### src/sbc_consts.svh
// Purpose: shared constants of the mode and wake-up controller
// Assumes: 20 MHz internal clock, one microsecond timebase tick
// Notes: times stay in their own unit, counts are derived from them
`ifndef SBC_CONSTS_SVH
`define SBC_CONSTS_SVH

// ************************************************************
// clock and timebase
// ************************************************************
`define SBC_CLK_MHZ 20
`define SBC_TICK_US 1
`define SBC_TICK_CYC (`SBC_TICK_US * `SBC_CLK_MHZ)

// ************************************************************
// times, counted in timebase ticks, the filter also in clock cycles
// ************************************************************
`define SBC_FILT_US 20
`define SBC_FILT_CYC (`SBC_FILT_US * `SBC_CLK_MHZ)
`define SBC_RST_MS 1
`define SBC_RST_US (`SBC_RST_MS * 1000 / `SBC_TICK_US)
`define SBC_NRQ_TO_MS 75
`define SBC_NRQ_TO_US (`SBC_NRQ_TO_MS * 1000 / `SBC_TICK_US)
`define SBC_V1LOW_MS 100
`define SBC_V1LOW_US (`SBC_V1LOW_MS * 1000 / `SBC_TICK_US)
`define SBC_CYC_ON_US (400 / `SBC_TICK_US)
`define SBC_CYC_SMP_US (300 / `SBC_TICK_US)
`define SBC_CYC_BASE_MS 32
`define SBC_CYC_BASE_US (`SBC_CYC_BASE_MS * 1000 / `SBC_TICK_US)
`define SBC_CYC_MAX_SHIFT 4'h8

// ************************************************************
// mode codes and wake sense selections
// ************************************************************
`define SBC_CODE_STBY 3'h1
`define SBC_CODE_NORMAL 3'h2
`define SBC_CODE_SLEEP 3'h4
`define SBC_CODE_EMERG 3'h7
`define SBC_SENSE_OFF 2'h0
`define SBC_SENSE_HIGH 2'h1
`define SBC_SENSE_LOW 2'h2
`define SBC_SENSE_BOTH 2'h3

`endif

### src/sbc_pkg.sv
// Purpose: types of the mode and wake-up controller
// Assumes: constants live in sbc_consts.svh
// Notes: none
package sbc_pkg;
	typedef enum logic [2:0] {st_reset, st_nrq, st_normal, st_stby, st_sleep, st_emerg} sbc_mode_t;
	typedef logic [1:0] sbc_sense_t;
endpackage

### src/sbc_timebase.sv
// Purpose: free-running microsecond tick
// Assumes: divider of at least two
// Notes: never stopped, so sleep timing keeps going
`timescale 1ns/1ps
`include "sbc_consts.svh"
module sbc_timebase #(
	parameter int P_DIV = `SBC_TICK_CYC
) (
	// clock and reset
	input wire logic i_mclk,
	input wire logic i_rstn,
	// tick
	output logic o_tick
);
	import sbc_pkg::*;
	localparam int W = $clog2(P_DIV);
	logic [W-1:0] pre_ff;
	logic tick_ff;

	always_ff @(posedge i_mclk or negedge i_rstn) begin
		if (!i_rstn) begin
			pre_ff <= '0;
			tick_ff <= 1'b0;
		end else begin
			tick_ff <= (pre_ff == W'(P_DIV - 1));
			if (pre_ff == W'(P_DIV - 1)) pre_ff <= '0;
			else pre_ff <= pre_ff + 1'b1;
		end
	end

	assign o_tick = tick_ff;
endmodule

### src/sbc_wake_filter.sv
// Purpose: one local wake input, permanent filter and cyclic samples
// Assumes: input already synchronised
// Notes: o_wake stays high while a high or low level stays valid, pulses one cycle on both-edge changes and samples
`timescale 1ns/1ps
`include "sbc_consts.svh"
module sbc_wake_filter #(
	parameter int P_FILT_CYC = `SBC_FILT_CYC
) (
	// clock and reset
	input wire logic i_mclk,
	input wire logic i_rstn,
	// input and control
	input wire logic i_lvl,
	input wire sbc_pkg::sbc_sense_t i_sel,
	input wire logic i_perm_en,
	input wire logic i_smp,
	input wire logic i_clr,
	// result
	output logic o_wake
);
	import sbc_pkg::*;
	localparam int CW = $clog2(P_FILT_CYC + 1);
	logic [CW-1:0] cnt_ff;
	logic filt_ff;
	logic chg_ff;
	logic [3:0] hist_ff;
	logic [2:0] nsmp_ff;
	logic [3:0] nxt_hist;
	logic pat_hit;
	logic lvl_hit;
	logic wake_ff;

	// ************************************************************
	// permanent sense filter
	// ************************************************************
	// a new level must stand longer than the filter time
	always_ff @(posedge i_mclk or negedge i_rstn) begin
		if (!i_rstn) begin
			cnt_ff <= '0;
			filt_ff <= 1'b0;
			chg_ff <= 1'b0;
		end else begin
			chg_ff <= 1'b0;
			if (i_lvl == filt_ff) begin
				cnt_ff <= '0;
			end else if (cnt_ff == CW'(P_FILT_CYC)) begin
				filt_ff <= i_lvl;
				chg_ff <= 1'b1;
				cnt_ff <= '0;
			end else begin
				cnt_ff <= cnt_ff + 1'b1;
			end
		end
	end

	// ************************************************************
	// cyclic sample history
	// ************************************************************
	assign nxt_hist = {hist_ff[2:0], i_lvl};

	always_ff @(posedge i_mclk or negedge i_rstn) begin
		if (!i_rstn) begin
			hist_ff <= 4'h0;
			nsmp_ff <= 3'h0;
		end else if (i_clr) begin
			hist_ff <= 4'h0;
			nsmp_ff <= 3'h0;
		end else if (i_smp) begin
			hist_ff <= nxt_hist;
			if (nsmp_ff != 3'h4) nsmp_ff <= nsmp_ff + 3'h1;
		end
	end

	always_comb begin
		pat_hit = 1'b0;
		lvl_hit = 1'b0;
		case (i_sel)
			`SBC_SENSE_HIGH: begin
				pat_hit = (nxt_hist == 4'h3);
				lvl_hit = filt_ff;
			end
			`SBC_SENSE_LOW: begin
				pat_hit = (nxt_hist == 4'hc);
				lvl_hit = !filt_ff;
			end
			`SBC_SENSE_BOTH: begin
				pat_hit = (nxt_hist == 4'h3) || (nxt_hist == 4'hc);
				lvl_hit = chg_ff;
			end
			default: begin
				pat_hit = 1'b0;
			end
		endcase
	end

	// history must hold four samples before a pattern counts
	always_ff @(posedge i_mclk or negedge i_rstn) begin
		if (!i_rstn) wake_ff <= 1'b0;
		else wake_ff <= (i_perm_en && lvl_hit) || (i_smp && !i_clr && nsmp_ff >= 3'h3 && pat_hit);
	end

	assign o_wake = wake_ff;
endmodule

### src/sbc_mode_ctrl.sv
// Purpose: mode sequencer and wake-up logic of a system basis chip
// Assumes: pins are asynchronous, fault sources and reads are on i_mclk
// Notes: spi framing and watchdog windows sit outside, pulses come in
// Behaviour
// - rising edge needs two lows, two highs
// - falling or both edges need mirrored pairs
// - cyclic switched output pulsing only in sleep
// - cyclic period from eight selectable values
// - output on 400 us, sample at 300 us
// - sleep runs cyclic or timed wake, not both
// - permanent sense gated by switched feed
// - live state readable, wake sets flag, interrupt
// - sleep local wake goes to reset, sets flag
// - chip select fall wakes once regulator off
// - interrupt from eight individually masked sources
// - reset pin held low one millisecond
// - external reset pin leads to normal request
// - ground shift sampled at transmit falling edge
// - normal request times out, watchdog fail resets
// - mode changes only on matching paired write
// - any of four wake sources leaves sleep
// - regulator low too long enters sleep, option
// - can and chip select wake always enabled
// - sleep refused while any wake flag pending
// - watchdog runs, interrupt live in normal, standby
// - level wake needs input stable beyond filter
// - cyclic sense wins over timed wake
`timescale 1ns/1ps
`include "sbc_consts.svh"
module sbc_mode_ctrl #(
	parameter int P_TICK_CYC = `SBC_TICK_CYC,
	parameter int P_FILT_CYC = `SBC_FILT_CYC,
	parameter int P_RST_US = `SBC_RST_US,
	parameter int P_NRQ_TO_US = `SBC_NRQ_TO_US,
	parameter int P_V1LOW_US = `SBC_V1LOW_US,
	parameter int P_CYC_ON_US = `SBC_CYC_ON_US,
	parameter int P_CYC_SMP_US = `SBC_CYC_SMP_US,
	parameter int P_CYC_BASE_US = `SBC_CYC_BASE_US,
	parameter bit P_V1LOW_SLEEP = 1'b0,
	parameter int P_NWAKE = 3
) (
	// clock and reset
	input wire logic i_mclk,
	input wire logic i_rstn,
	// mode and watchdog writes
	input wire logic i_mcr_wr,
	input wire logic [2:0] i_mcr_code,
	input wire logic i_mode_confirm_reg_wr,
	input wire logic [2:0] i_mode_confirm_reg_code,
	input wire logic i_wdt_wr,
	input wire logic i_wd_fail,
	// configuration
	input wire logic [2:0] i_cyc_sel,
	input wire logic i_cyc_en,
	input wire logic i_fwu_en,
	input wire logic i_wi2v3,
	input wire logic i_v3_on,
	input wire sbc_pkg::sbc_sense_t i_sense_sel,
	input wire logic [1:0] i_gs_sel,
	input wire logic [7:0] i_irq_mask,
	// status reads, each clears its flags
	input wire logic i_rd_wake,
	input wire logic i_rd_interrupt_source_reg_two,
	input wire logic i_rd_gs,
	input wire logic i_rd_wake_input_config_reg,
	input wire logic i_rd_rsr,
	input wire logic i_rd_supply_status_reg,
	// fault sources on this clock
	input wire logic [5:0] i_fault_src,
	// pins
	input wire logic [P_NWAKE-1:0] i_local_wake,
	input wire logic i_cs_n,
	input wire logic i_txd,
	input wire logic [3:0] i_canh_below,
	input wire logic i_can_wake,
	input wire logic i_v1_low,
	input wire logic i_v1_off,
	input wire logic i_rst_n_pin,
	output logic o_rst_n_out,
	output logic o_rst_n_oe,
	output logic o_int_n,
	// supplies and mode
	output sbc_pkg::sbc_mode_t o_mode,
	output logic o_v1_en,
	output logic o_v2_en,
	output logic o_v3_en,
	output logic o_wd_run,
	// status
	output logic [P_NWAKE-1:0] o_live_state,
	output logic [P_NWAKE-1:0] o_wake_status,
	output logic o_spi_wake,
	output logic o_can_wake,
	output logic o_gs_shift,
	output logic o_rst_cause,
	output logic o_battery_loss_flag
);
	import sbc_pkg::*;
	localparam int TW = 24;
	localparam int NP = P_NWAKE + 10;
	logic us_tick;
	logic [NP-1:0] pin_raw;
	logic [NP-1:0] pin_s1_ff;
	logic [NP-1:0] pin_s2_ff;
	logic [P_NWAKE-1:0] lw_s;
	logic [3:0] canh_s;
	logic cs_s, tx_s, can_s, v1_low_s, v1_off_s, rst_pin_s;
	logic cs_prev_ff, tx_prev_ff, cs_fall, tx_fall;
	sbc_mode_t mode_ff, nxt_mode;
	logic [2:0] mcr_ff;
	logic [2:0] slp_sel_ff;
	logic [3:0] shamt;
	logic [TW-1:0] rst_cnt_ff, nrq_cnt_ff, v1low_cnt_ff, per_cnt_ff, on_cnt_ff, per_len;
	logic awake, pair_hit, pend, rst_drive, enter_sleep, per_done, fwu_hit, spi_hit, perm_en, wake_any;
	logic cyc_on_ff, smp_ff, slp_cyc_ff, slp_fwu_ff, slp_v3fed_ff;
	logic v1_en_ff, v2_en_ff, v3_ff, wd_run_ff, int_ff;
	logic spi_wake_ff, can_wake_ff, gs_ff, rcause_ff, batloss_ff;
	logic [P_NWAKE-1:0] lw_wake, wake_st_ff, live_ff;
	logic [7:0] irq_vec;

	// ************************************************************
	// pin synchronisers and edges
	// ************************************************************
	assign pin_raw = {i_rst_n_pin, i_v1_off, i_v1_low, i_can_wake, i_canh_below, i_txd, i_cs_n, i_local_wake};

	always_ff @(posedge i_mclk or negedge i_rstn) begin
		if (!i_rstn) begin
			pin_s1_ff <= '0;
			pin_s2_ff <= '0;
		end else begin
			pin_s1_ff <= pin_raw;
			pin_s2_ff <= pin_s1_ff;
		end
	end

	assign lw_s = pin_s2_ff[P_NWAKE-1:0];
	assign cs_s = pin_s2_ff[P_NWAKE];
	assign tx_s = pin_s2_ff[P_NWAKE+1];
	assign canh_s = pin_s2_ff[P_NWAKE+5:P_NWAKE+2];
	assign can_s = pin_s2_ff[P_NWAKE+6];
	assign v1_low_s = pin_s2_ff[P_NWAKE+7];
	assign v1_off_s = pin_s2_ff[P_NWAKE+8];
	assign rst_pin_s = pin_s2_ff[P_NWAKE+9];

	// previous levels reset low so release of reset gives no false fall
	always_ff @(posedge i_mclk or negedge i_rstn) begin
		if (!i_rstn) begin
			cs_prev_ff <= 1'b0;
			tx_prev_ff <= 1'b0;
		end else begin
			cs_prev_ff <= cs_s;
			tx_prev_ff <= tx_s;
		end
	end

	assign cs_fall = cs_prev_ff && !cs_s;
	assign tx_fall = tx_prev_ff && !tx_s;

	sbc_timebase #(.P_DIV(P_TICK_CYC)) u_tb (.i_mclk(i_mclk), .i_rstn(i_rstn), .o_tick(us_tick));

	// ************************************************************
	// mode sequencer
	// ************************************************************
	assign awake = (mode_ff == st_normal) || (mode_ff == st_stby);
	assign pair_hit = i_mode_confirm_reg_wr && (i_mode_confirm_reg_code == mcr_ff);
	assign pend = (|wake_st_ff) || spi_wake_ff || can_wake_ff || rcause_ff || batloss_ff;
	assign rst_drive = ((mode_ff == st_reset) && (rst_cnt_ff != TW'(P_RST_US)))
		|| (mode_ff == st_sleep) || (mode_ff == st_emerg);
	assign spi_hit = (mode_ff == st_sleep) && cs_fall && v1_off_s;
	assign fwu_hit = (mode_ff == st_sleep) && slp_fwu_ff && per_done;
	assign wake_any = can_s || spi_hit || fwu_hit || (|lw_wake);

	always_comb begin
		nxt_mode = mode_ff;
		case (mode_ff)
			st_reset: begin
				if (!v1_low_s && !rst_drive && rst_pin_s) nxt_mode = st_nrq;
			end
			st_nrq: begin
				// only the emergency request counts before the timing word
				if (pair_hit && i_mode_confirm_reg_code == `SBC_CODE_EMERG) nxt_mode = st_emerg;
				else if (i_wdt_wr) nxt_mode = st_normal;
				else if (nrq_cnt_ff == TW'(P_NRQ_TO_US)) nxt_mode = st_sleep;
			end
			st_normal, st_stby: begin
				if (pair_hit) begin
					case (i_mode_confirm_reg_code)
						`SBC_CODE_NORMAL: nxt_mode = st_normal;
						`SBC_CODE_STBY: nxt_mode = st_stby;
						`SBC_CODE_SLEEP: nxt_mode = pend ? mode_ff : st_sleep;
						`SBC_CODE_EMERG: nxt_mode = st_emerg;
						default: nxt_mode = mode_ff;
					endcase
				end
				if (i_wd_fail) nxt_mode = st_reset;
			end
			st_sleep: begin
				if (wake_any) nxt_mode = st_reset;
			end
			st_emerg: begin
				nxt_mode = st_emerg;
			end
			default: begin
				nxt_mode = st_reset;
			end
		endcase
		if ((awake || mode_ff == st_nrq) && (v1_low_s || !rst_pin_s)) nxt_mode = st_reset;
		if (P_V1LOW_SLEEP && v1low_cnt_ff == TW'(P_V1LOW_US)) nxt_mode = st_sleep;
	end

	assign enter_sleep = (nxt_mode == st_sleep) && (mode_ff != st_sleep);

	always_ff @(posedge i_mclk or negedge i_rstn) begin
		if (!i_rstn) mode_ff <= st_reset;
		else mode_ff <= nxt_mode;
	end

	always_ff @(posedge i_mclk or negedge i_rstn) begin
		if (!i_rstn) mcr_ff <= 3'h0;
		else if (i_mcr_wr) mcr_ff <= i_mcr_code;
	end

	// an external pulse skips our own drive, only its release is awaited
	always_ff @(posedge i_mclk or negedge i_rstn) begin
		if (!i_rstn) begin
			rst_cnt_ff <= '0;
		end else if (mode_ff != st_reset) begin
			if ((awake || mode_ff == st_nrq) && !rst_pin_s && !v1_low_s) rst_cnt_ff <= TW'(P_RST_US);
			else rst_cnt_ff <= '0;
		end else if (v1_low_s) begin
			rst_cnt_ff <= '0;
		end else if (us_tick && rst_cnt_ff != TW'(P_RST_US)) begin
			rst_cnt_ff <= rst_cnt_ff + 1'b1;
		end
	end

	always_ff @(posedge i_mclk or negedge i_rstn) begin
		if (!i_rstn) nrq_cnt_ff <= '0;
		else if (mode_ff != st_nrq) nrq_cnt_ff <= '0;
		else if (us_tick && nrq_cnt_ff != TW'(P_NRQ_TO_US)) nrq_cnt_ff <= nrq_cnt_ff + 1'b1;
	end

	always_ff @(posedge i_mclk or negedge i_rstn) begin
		if (!i_rstn) v1low_cnt_ff <= '0;
		else if (!v1_low_s || mode_ff == st_sleep || mode_ff == st_emerg) v1low_cnt_ff <= '0;
		else if (us_tick && v1low_cnt_ff != TW'(P_V1LOW_US)) v1low_cnt_ff <= v1low_cnt_ff + 1'b1;
	end

	// ************************************************************
	// sleep options, cyclic sense and timed wake
	// ************************************************************
	// options are frozen on entry, so host changes in sleep are moot
	always_ff @(posedge i_mclk or negedge i_rstn) begin
		if (!i_rstn) begin
			slp_cyc_ff <= 1'b0;
			slp_fwu_ff <= 1'b0;
			slp_v3fed_ff <= 1'b0;
			slp_sel_ff <= 3'h0;
		end else if (enter_sleep) begin
			slp_cyc_ff <= i_cyc_en;
			slp_fwu_ff <= i_fwu_en && !i_cyc_en;
			slp_v3fed_ff <= i_wi2v3;
			slp_sel_ff <= i_cyc_sel;
		end
	end

	assign shamt = (slp_sel_ff == 3'h7) ? `SBC_CYC_MAX_SHIFT : {1'b0, slp_sel_ff};
	assign per_len = TW'(P_CYC_BASE_US) << shamt;
	assign per_done = us_tick && (per_cnt_ff == per_len - 1'b1);

	always_ff @(posedge i_mclk or negedge i_rstn) begin
		if (!i_rstn) per_cnt_ff <= '0;
		else if (mode_ff != st_sleep || !(slp_cyc_ff || slp_fwu_ff)) per_cnt_ff <= '0;
		else if (per_done) per_cnt_ff <= '0;
		else if (us_tick) per_cnt_ff <= per_cnt_ff + 1'b1;
	end

	always_ff @(posedge i_mclk or negedge i_rstn) begin
		if (!i_rstn) begin
			cyc_on_ff <= 1'b0;
			on_cnt_ff <= '0;
			smp_ff <= 1'b0;
		end else begin
			smp_ff <= 1'b0;
			if (mode_ff != st_sleep) begin
				cyc_on_ff <= 1'b0;
				on_cnt_ff <= '0;
			end else if (slp_cyc_ff && per_done) begin
				cyc_on_ff <= 1'b1;
				on_cnt_ff <= '0;
			end else if (cyc_on_ff && us_tick) begin
				on_cnt_ff <= on_cnt_ff + 1'b1;
				if (on_cnt_ff == TW'(P_CYC_SMP_US - 1)) smp_ff <= 1'b1;
				if (on_cnt_ff == TW'(P_CYC_ON_US - 1)) cyc_on_ff <= 1'b0;
			end
		end
	end

	// ************************************************************
	// local wake inputs
	// ************************************************************
	assign perm_en = awake ? (!i_wi2v3 || v3_ff) : ((mode_ff == st_sleep) && !slp_v3fed_ff);

	for (genvar gi = 0; gi < P_NWAKE; gi++) begin : g_wake
		sbc_wake_filter #(.P_FILT_CYC(P_FILT_CYC)) u_filt (
			.i_mclk(i_mclk),
			.i_rstn(i_rstn),
			.i_lvl(lw_s[gi]),
			.i_sel(i_sense_sel),
			.i_perm_en(perm_en),
			.i_smp(smp_ff),
			.i_clr(enter_sleep),
			.o_wake(lw_wake[gi])
		);
	end

	// ************************************************************
	// flags, set wins over a clearing read
	// ************************************************************
	always_ff @(posedge i_mclk or negedge i_rstn) begin
		if (!i_rstn) begin
			wake_st_ff <= '0;
			live_ff <= '0;
			spi_wake_ff <= 1'b0;
			can_wake_ff <= 1'b0;
			gs_ff <= 1'b0;
			rcause_ff <= 1'b1;
			batloss_ff <= 1'b1;
		end else begin
			if (awake) live_ff <= lw_s;
			wake_st_ff <= lw_wake | (i_rd_wake ? '0 : wake_st_ff);
			spi_wake_ff <= spi_hit || (spi_wake_ff && !i_rd_interrupt_source_reg_two);
			can_wake_ff <= (can_s && (awake || mode_ff == st_sleep)) || (can_wake_ff && !i_rd_wake_input_config_reg);
			gs_ff <= (tx_fall && canh_s[i_gs_sel]) || (gs_ff && !i_rd_gs);
			rcause_ff <= ((awake || mode_ff == st_nrq) && v1_low_s) || (rcause_ff && !i_rd_rsr);
			batloss_ff <= batloss_ff && !i_rd_supply_status_reg;
		end
	end

	// ************************************************************
	// supplies, watchdog run and interrupt
	// ************************************************************
	assign irq_vec = {can_wake_ff, |wake_st_ff, i_fault_src};

	always_ff @(posedge i_mclk or negedge i_rstn) begin
		if (!i_rstn) begin
			v1_en_ff <= 1'b1;
			v2_en_ff <= 1'b0;
			v3_ff <= 1'b0;
			wd_run_ff <= 1'b0;
			int_ff <= 1'b0;
		end else begin
			v1_en_ff <= (nxt_mode != st_sleep) && (nxt_mode != st_emerg);
			v2_en_ff <= (nxt_mode == st_normal);
			v3_ff <= ((nxt_mode == st_normal) || (nxt_mode == st_stby)) && i_v3_on;
			wd_run_ff <= (nxt_mode == st_normal) || (nxt_mode == st_stby);
			int_ff <= awake && |(irq_vec & i_irq_mask);
		end
	end

	assign o_mode = mode_ff;
	assign o_v1_en = v1_en_ff;
	assign o_v2_en = v2_en_ff;
	assign o_v3_en = v3_ff || cyc_on_ff;
	assign o_wd_run = wd_run_ff;
	assign o_rst_n_out = 1'b0;
	assign o_rst_n_oe = rst_drive;
	assign o_int_n = !int_ff;
	assign o_live_state = live_ff;
	assign o_wake_status = wake_st_ff;
	assign o_spi_wake = spi_wake_ff;
	assign o_can_wake = can_wake_ff;
	assign o_gs_shift = gs_ff;
	assign o_rst_cause = rcause_ff;
	assign o_battery_loss_flag = batloss_ff;
endmodule

### config.mk
export PLATFORM = sky130hd
export DESIGN_NAME = sbc_mode_ctrl
export DESIGN_NICKNAME = d
export VERILOG_FILES = /design/src/sbc_pkg.sv /design/src/sbc_timebase.sv /design/src/sbc_wake_filter.sv /design/src/sbc_mode_ctrl.sv
export VERILOG_INCLUDE_DIRS = /design/src
export SDC_FILE = /design/constraint.sdc
export NUM_CORES = 1
export LEC_CHECK = 0
export BUFFER_PORTS_ARGS = -buffer_cell sky130_fd_sc_hd__buf_4
export CAP_MARGIN = 5
export CELL_PAD_IN_SITES_DETAIL_PLACEMENT = 2
export CELL_PAD_IN_SITES_GLOBAL_PLACEMENT = 2
export CORE_MARGIN = 2
export CORE_UTILIZATION = 42
export CTS_CLUSTER_DIAMETER = 60
export CTS_CLUSTER_SIZE = 24
export DETAILED_ROUTE_END_ITERATION = 12
export GPL_ROUTABILITY_DRIVEN = 1
export PLACE_DENSITY_LB_ADDON = 0.1
export SYNTH_ARGS = -nofsm -noshare
export SYNTH_HDL_FRONTEND = slang
export SYNTH_HIERARCHICAL = 1
export SYNTH_SLANG_ARGS = --single-unit
### constraint.sdc
create_clock -name i_mclk -period 5.35 [get_ports i_mclk]
set_input_delay 1.07 -clock i_mclk [delete_from_list [all_inputs] [get_ports i_mclk]]
set_output_delay 1.07 -clock i_mclk [all_outputs]
set_load 0.02 [all_outputs]
==> summary.md, run 1 <==
| Metric | Value |
|---|---|
| Outcome | complete, no violations |
| Period utilization | 0.640 |
| Root buffer cell | clkbuf_16 |
| Synthesized cell area | 0.0107 mm2 |
| Final Hold Viols | 0 |
| Layout cells sized above 1 | 0.148 |
| Via density | 5.60 |
| Max-capacitance violation count | 0 |
| Count leader, synth | dfrtp_1 |
| DPL Wire Length | 20.8 mm |
| Finished Cell Area | 0.0124 mm2 |
| Cell Int Power | 2.67 mW |
| DP Cell Count | roughly 1.5k |
| Worst relative slew slack | 0.314 |
| DP Area | 0.0116 mm2 |
| CTS Buf Count | 23 |
| Die Y | 163 um |
| WL/cell | 20.4 um |
| Clock Skews | 0.0143 ns |
| DRC Markers | 0 |
| CTS Hold Bufs | 0 |
| RSZ-0062 raised after global routing | false |
| Row cnt | 58 |
| GPL Wtd Cong | between 0.7 and 0.8 |
| Reg2reg end | per_cnt_ff[9] |
| Place WS | 1.79 ns |
| Global-route wire length before repair | 50.6 mm |
| Arrival time at the worst endpoint | 2.35 ns |
| Hold_sp | pin_s1_ff[8] |
| Count of pins over their slew limit | 0 |
| 1st-pass router iterations | 6 |
| Largest net degree at the start of global routing | 111 |
| Post-layout util | 0.493 |
| Non-filler cells, final | approximately 1.5k |
| Total gr overflow | 0 |
| Starting Density | 0.426 |
| Register share of total power | 0.470 |
| Overall routing resource usage | 0.235 |
| WP data required | 4.28 ns |
| I/O pin count | 77 |
| Initial antenna violation count | 0 |
| Critical path endpoint category | output pin |
| Switch Pwr | 0.850 mW |
| Final Power | ~3.5 mW |
| Top post-synthesis cells by area | dfrtp_1 49%, nor2_1 5.2%, xor2_1 4.3%, xnor2_1 3.4%, nand3_1 3.1% |
| Final ANT Viol Nets | 0 |
| Register area share after synthesis | 0.502 |
| Vias | 8442 |
| Nets | 1240 |
| Post-synth top flop | dfrtp_1 |
| IO Port Bufs | 75 |
| Post-Synthesis Cells | 1090 |
| R2r setup slk | 2.24 ns |
| Die X | 163 um |
| # fillers | 2641 |
| Pwr/cell area | around 280 mW/mm2 |
| Post-CTS Setup Bufs | 0 |
| Clock buffer depth | 3 |
| Min cycle time layout | 3.42 ns |
| Worst Tran Pin Value | 1.02 ns |
| Unique masters post-synth | 78 |
| Reg2reg start | o_mode[1] |
| Synth cell count leaders | 211 x dfrtp_1, 147 x nor2_1, 86 x nand2_1 |
| Ys Warns | 6 |
| Starting DRT DRC Count | roughly 380 |
| DIE AREA | 0.0267 mm2 |
| Antenna Diode Count | 0 |
| Setup TNS | 0 ns |
| Worst-case vdd ir drop | 0.217 mV |
| P_leak | about 5.3 nW |
| WHS | ~0.35 ns |
| Clock transition at path regs | 0.08 ns |
| Setup ws final | 1.93 ns |
| Final WL | 30.8 mm |
| Layout area overhead | 15.9% |
| Average size of a mapped cell | 9.80 um2 |
| Crit Path Class | reg2out |
| R2R cell count | 8 |
| CP Launch Type | flip-flop |
| Count of flip-flops with a built-in enable after synthesis | 0 |
| Number of global-route vias before repair | 9340 |
| CTS tree | done |
| Core area | 0.0251 mm2 |
| Hold Path End | pin_s2_ff[8] |
| Max Freq | approximately 300 MHz |
| Worst-Skew Late Latency | roughly 0.54 ns |
| Sw frac | 0.241 |
| Yosys top cell area share | 0.494 |
| Post-synth ARST share | 1.00 |
| # H-tree levels | 1 |
| Comb pwr share | 0.036 |
| Worst hold path type | reg2reg |
| Hold depth | 0 |
| Clock Power Share | 0.494 |
| Sink Count | 214 |
| Post-CTS Resized | 0 |
| Dominant cell type by area after synthesis | dfrtp_1 |
| Final setup violation count | 0 |
| Critical Path Fanout Max | 4 |
| Yosys reg bits | roughly 210 |
| Syn nets | between 1k and 1.5k |
[critical path, stage by stage, from the launching register on]
cell,delay (ns)
dfrtp_1,0.42
inv_1,0.11
ha_1,0.15
nor4bb_1,0.21
nand4_1,0.15
or2_2,0.34
a21oi_1,0.19
nor2_1,0.08
buf_4,0.17
[sequential cells by signal (all words and copies together) (netlist names), 5 cells and up]
register               cells
nrq_cnt_ff                24
g_wake.u_filt/nsmp_ff      9
pin_s1_ff                 13
g_wake.u_filt/hist_ff      9
per_cnt_ff                24
on_cnt_ff                 24
u_tb/pre_ff                5
g_wake.u_filt/cnt_ff      27
rst_cnt_ff                24
pin_s2_ff                 13
[metal layers]
layer  up-vias  track usage  routed length (um)
li1       3951            -                   -
met1      4376        0.303               13300
met2        85        0.426               16000
met3        30       0.0302                 962
met4         0       0.0443                 550
met5         -            0                   0
[worst max-delay path by stage]
| stage | from | to | slack, ns | cells after the start |
|---|---|---|---|---|
| finish | rst_cnt_ff[0] | o_rst_n_oe | 1.93 | 8 |
| global route | rst_cnt_ff[0] | o_rst_n_oe | 1.79 | 8 |
| CTS | rst_cnt_ff[0] | o_rst_n_oe | 1.91 | 8 |
| detailed placement | i_mode_confirm_reg_code[1] | g_wake[0].u_filt/o_wake | 1.79 | 9 |
| global placement | i_mode_confirm_reg_code[0] | g_wake[1].u_filt/o_wake | 1.88 | 9 |
| floorplan | i_mode_confirm_reg_code[0] | g_wake[0].u_filt/o_wake | 1.82 | 8 |
[area by class of cell]
| class | count | area [um2] | share of cell area |
|---|---|---|---|
| Sequential cell | 214 | 5360 | 0.433 |
| Multi-Input combinational cell | 784 | 4950 | 0.399 |
| Timing Repair Buffer | 83 | 643 | 0.0519 |
| Clock buffer | 27 | 601 | 0.0485 |
| Tap cell | 330 | 413 | 0.0333 |
| Clock inverter | 14 | 213 | 0.0172 |
| Inverter | 56 | 210 | 0.0170 |
[power by group through the flow]
stage               Clock, mW  Combinational (mW)  Sequential (mW)
floorplan                   0              0.0378             1.68
global placement            0               0.123             1.68
detailed placement          0               0.127             1.68
CTS                      1.78               0.131             1.65
global route             1.84               0.142             1.66
finish                   1.74               0.126             1.65
[cell usage in the layout (no fill, tap or decap), drive strengths merged, types with 22 or more instances in the layout]
master / synthesis / routed
xor2: 53 / 53
buf: 15 / 83
nand3: 67 / 67
ha: 22 / 22
nand2: 87 / 87
o21ai: 41 / 41
a21oi: 38 / 38
dfrtp: 211 / 211
nor2: 147 / 147
clkbuf: 21 / 27
nand4: 31 / 31
xnor2: 41 / 41
inv: 56 / 64
[kinds of logic after synthesis]
| family | synth area share |
|---|---|
| xor+xnor | 0.0771 |
| compound gates | 0.0939 |
| flops | 0.502 |
| other cells | 0.000351 |
| mux | 0.0303 |
| buf+inv | 0.0358 |
| fa+ha+maj | 0.0258 |
| simple gates | 0.235 |
No activity file was read; power rests on OpenSTA's default activity.
==> run 2, diff against run 1 <==
--- a/config.mk
+++ b/config.mk
@@ -11,7 +11,7 @@
 export CELL_PAD_IN_SITES_DETAIL_PLACEMENT = 2
 export CELL_PAD_IN_SITES_GLOBAL_PLACEMENT = 2
 export CORE_MARGIN = 2
-export CORE_UTILIZATION = 42
+export CORE_UTILIZATION = 39
 export CTS_CLUSTER_DIAMETER = 60
 export CTS_CLUSTER_SIZE = 24
 export DETAILED_ROUTE_END_ITERATION = 12
==> constraint.sdc (replaced) <==
create_clock -name i_mclk -period 3.3 [get_ports i_mclk]
set_input_delay 0.66 -clock i_mclk [delete_from_list [all_inputs] [get_ports i_mclk]]
set_output_delay 0.66 -clock i_mclk [all_outputs]
set_load 0.02 [all_outputs]
==> run 2 against run 1 <==
Clock skew rose by 0.0013 ns. Final area fell by 0.14%. Largest cell class unchanged. First-iteration DRC count is 21% higher. Count of clock-buffer cells in the layout fell by 6. Cell count grew 1.2%.
==> summary.md, run 2 (synthesis gave the netlist of run 1 again) <==
| Metric | Value |
|---|---|
| GR Util met1 | 0.294 (-0.00897) |
| Critical path endpoint category | output pin |
| 1st-pass router iterations | 6 (unchanged) |
| Critical path origin | rst_cnt_ff[0] |
| IO Port Bufs | 75 (unchanged) |
| Layout area overhead | 15.8% |
| Overall routing resource usage | 0.215 (-0.0200) |
| Global-route wire length before repair | 50.2 mm (-0.89%) |
| Sink Count | 214 (unchanged) |
| DP Area | 0.0117 mm2 (+0.88%) |
| Post-CTS Resized | 0 (unchanged) |
| Number of flip-flops in the largest register | 27 (unchanged) |
| GPL Wtd Cong | 0.731 (-4.1%) |
| Die Y | 170 um (+3.7%) |
| # fillers | 2903 (+9.9%) |
| Final setup violation count | 0 (unchanged) |
| Total gr overflow | 0 (unchanged) |
| Via density | 5.55 (-0.85%) |
| I/O pin count | 77 (unchanged) |
| Final ANT Viol Nets | 0 (unchanged) |
| Setup TNS | 0 ns (unchanged) |
| Max Freq | 337 MHz |
| FF/Latch Area | 0.00536 mm2 (unchanged) |
| Crit Path Class | reg2out |
| Commonest non-fill, non-tap cells in the layout | 211 x dfrtp_1, 147 x nor2_1, 90 x buf_4 |
| Count of pins over their slew limit | 0 (unchanged) |
| CP Launch Type | flip-flop |
| DPL Wire Length | 21.0 mm (+0.88%) |
| Largest net degree at the start of global routing | 85 (-23%) |
| Slowest stage cell, crit path | dfrtp_1 |
| WP data required | 2.64 ns (-1.64 ns) |
| R2R cell count | 6 (-2) |
| Layout cells sized above 1 | 0.155 (+0.00685) |
| Met2 Resource Use GR | 0.373 (-0.0528) |
| Starting Density | 0.396 (-0.0291) |
| Worst hold path type | in2async |
| Max-capacitance violation count | 0 (unchanged) |
| Worst Tran Pin Value | 1.16 ns (+0.137 ns) |
| Min cycle time layout | roughly 3.0 ns |
| Finished Cell Area | 0.0124 mm2 (-0.14%) |
| Die X | 170 um (+3.7%) |
| Reg2reg end | smp_ff |
| WHS | 0.108 ns (-0.240 ns) |
| WL/cell | 19.6 um (-3.7%) |
| CTS Hold Bufs | 0 (unchanged) |
| Worst path max stage delay | 0.41 ns (about the same) |
| GRT busiest layer | met2 |
| Final Hold Viols | 0 (unchanged) |
| Reg2reg start | slp_sel_ff[2] |
| Root buffer cell | clkbuf_16 |
| R2r setup slk | 0.47 ns (-1.77 ns) |
| Post-layout util | 0.459 (-0.0344) |
| Core area | 0.0270 mm2 (+7.3%) |
| Worst Setup EP | o_rst_n_oe |
| CTS tree | done |
| Place WS | 0.434 ns (-1.35 ns) |
| Clock Skews | 0.0155 ns (+0.00128 ns) |
| Worst-Skew Late Latency | 0.52 ns (-0.02 ns) |
| Final WL | 30.0 mm (-2.6%) |
| DRC Markers | 0 (unchanged) |
| Row cnt | 60 (+3.4%) |
| DIE AREA | 0.0287 mm2 (+7.5%) |
| Setup ws final | 0.336 ns (-1.59 ns) |
| Arrival time at the worst endpoint | 2.30 ns (-0.05 ns) |
| Clock transition at path regs | 0.06 ns (-0.02 ns) |
| Multi-input gate area | 0.00495 mm2 (unchanged) |
| Cells along the critical path | inv_1, ha_1, nor4bb_1, nand4_1, or2_2, a21oi_1, nor2_1, buf_4 |
| Worst-case vdd ir drop | 0.426 mV (+97%) |
| Worst relative slew slack | 0.222 (-0.0919) |
| RSZ-0062 raised after global routing | false |
| Starting DRT DRC Count | 465 (+21%) |
| Number of global-route vias before repair | 9320 (-0.21%) |
| Critical Path Fanout Max | 4 (unchanged) |
| # H-tree levels | 1 (unchanged) |
| Grt met3 use | 0.0243 (-0.00596) |
| Initial antenna violation count | 1 (+1) |
| P_leak | 5.26 nW (-0.10%) |
| Outcome | complete, no violations |
| Pwr/cell area | 433 mW/mm2 (+52%) |
| Nets | 1248 (+0.65%) |
| Post-CTS Setup Bufs | 0 (unchanged) |
| CTS Buf Count | 21 (-8.7%) |
| Period utilization | 0.898 |
| Largest Register | g_wake.u_filt/cnt_ff |
| Most common cell after layout, fill and taps aside | dfrtp_1 |
| Vias | 8470 (+0.33%) |
| Clock buffer depth | 3 (unchanged) |
==> run 2: cell types whose count changed in the layout (fill, tap and decap cells not counted), sizes merged <==
cell / change
clkinv: +2
buf: +10
clkinvlp: +1
inv: +1
clkbuf: -6
diode: +1
bufinv: -2
==> run 2: cell type report <==
cell class | instances | area share
inverters | 56 | 0.0170
flip-flops and latches | 214 | 0.433
clock inverters | 16 | 0.0135
diodes | 1 | 0.000202
well taps | 341 | 0.0345
multi-input cells | 784 | 0.400
clock buffers | 21 | 0.0425
repair buffers | 93 | 0.0591
==> run 2: critical path: cells and delay by family (launching register included) <==
family,cells,cell delay [ns]
AOI/OAI and AO/OA,1,0.17
and+or+nand+nor,4,0.79
buffers and inverters,2,0.27
DFF,1,0.41
adders and majority gates,1,0.14
==> run 2: stage by stage <==
| step | instances | total power [mW] |
|---|---|---|
| floorplan | 1090 | 2.78 |
| global placement | 1488 | 2.94 |
| detailed placement | 1488 | 2.95 |
| CTS | 1525 | 5.45 |
| global route | 1526 | 5.58 |
| finish | 1526 | 5.36 |
==> run 2: per-layer routing <==
metal,up-vias,part of all wire
li1,3971,-
met2,93,0.50
met1,4378,0.46
met3,28,0.025
met4,0,0.015
met5,-,0
==> run 2: worst min path at each step <==
stage | startpoint | endpoint | slack (ns)
4_1_cts | i_rstn | per_cnt_ff[23] | 0.15
3_5_place_dp | pin_s1_ff[0] | pin_s2_ff[0] | 0.34
2_1_floorplan | pin_s1_ff[0] | pin_s2_ff[0] | 0.33
6_report | i_rstn | per_cnt_ff[22] | 0.11
3_3_place_gp | pin_s1_ff[0] | pin_s2_ff[0] | 0.33
5_1_grt | i_rstn | per_cnt_ff[21] | 0.18
==> run 2: power by group <==
part           internal [mW]  switching, mW
Combinational         0.0844          0.121
Sequential              2.65         0.0308
Clock                   1.30           1.17
Total                   4.04           1.33
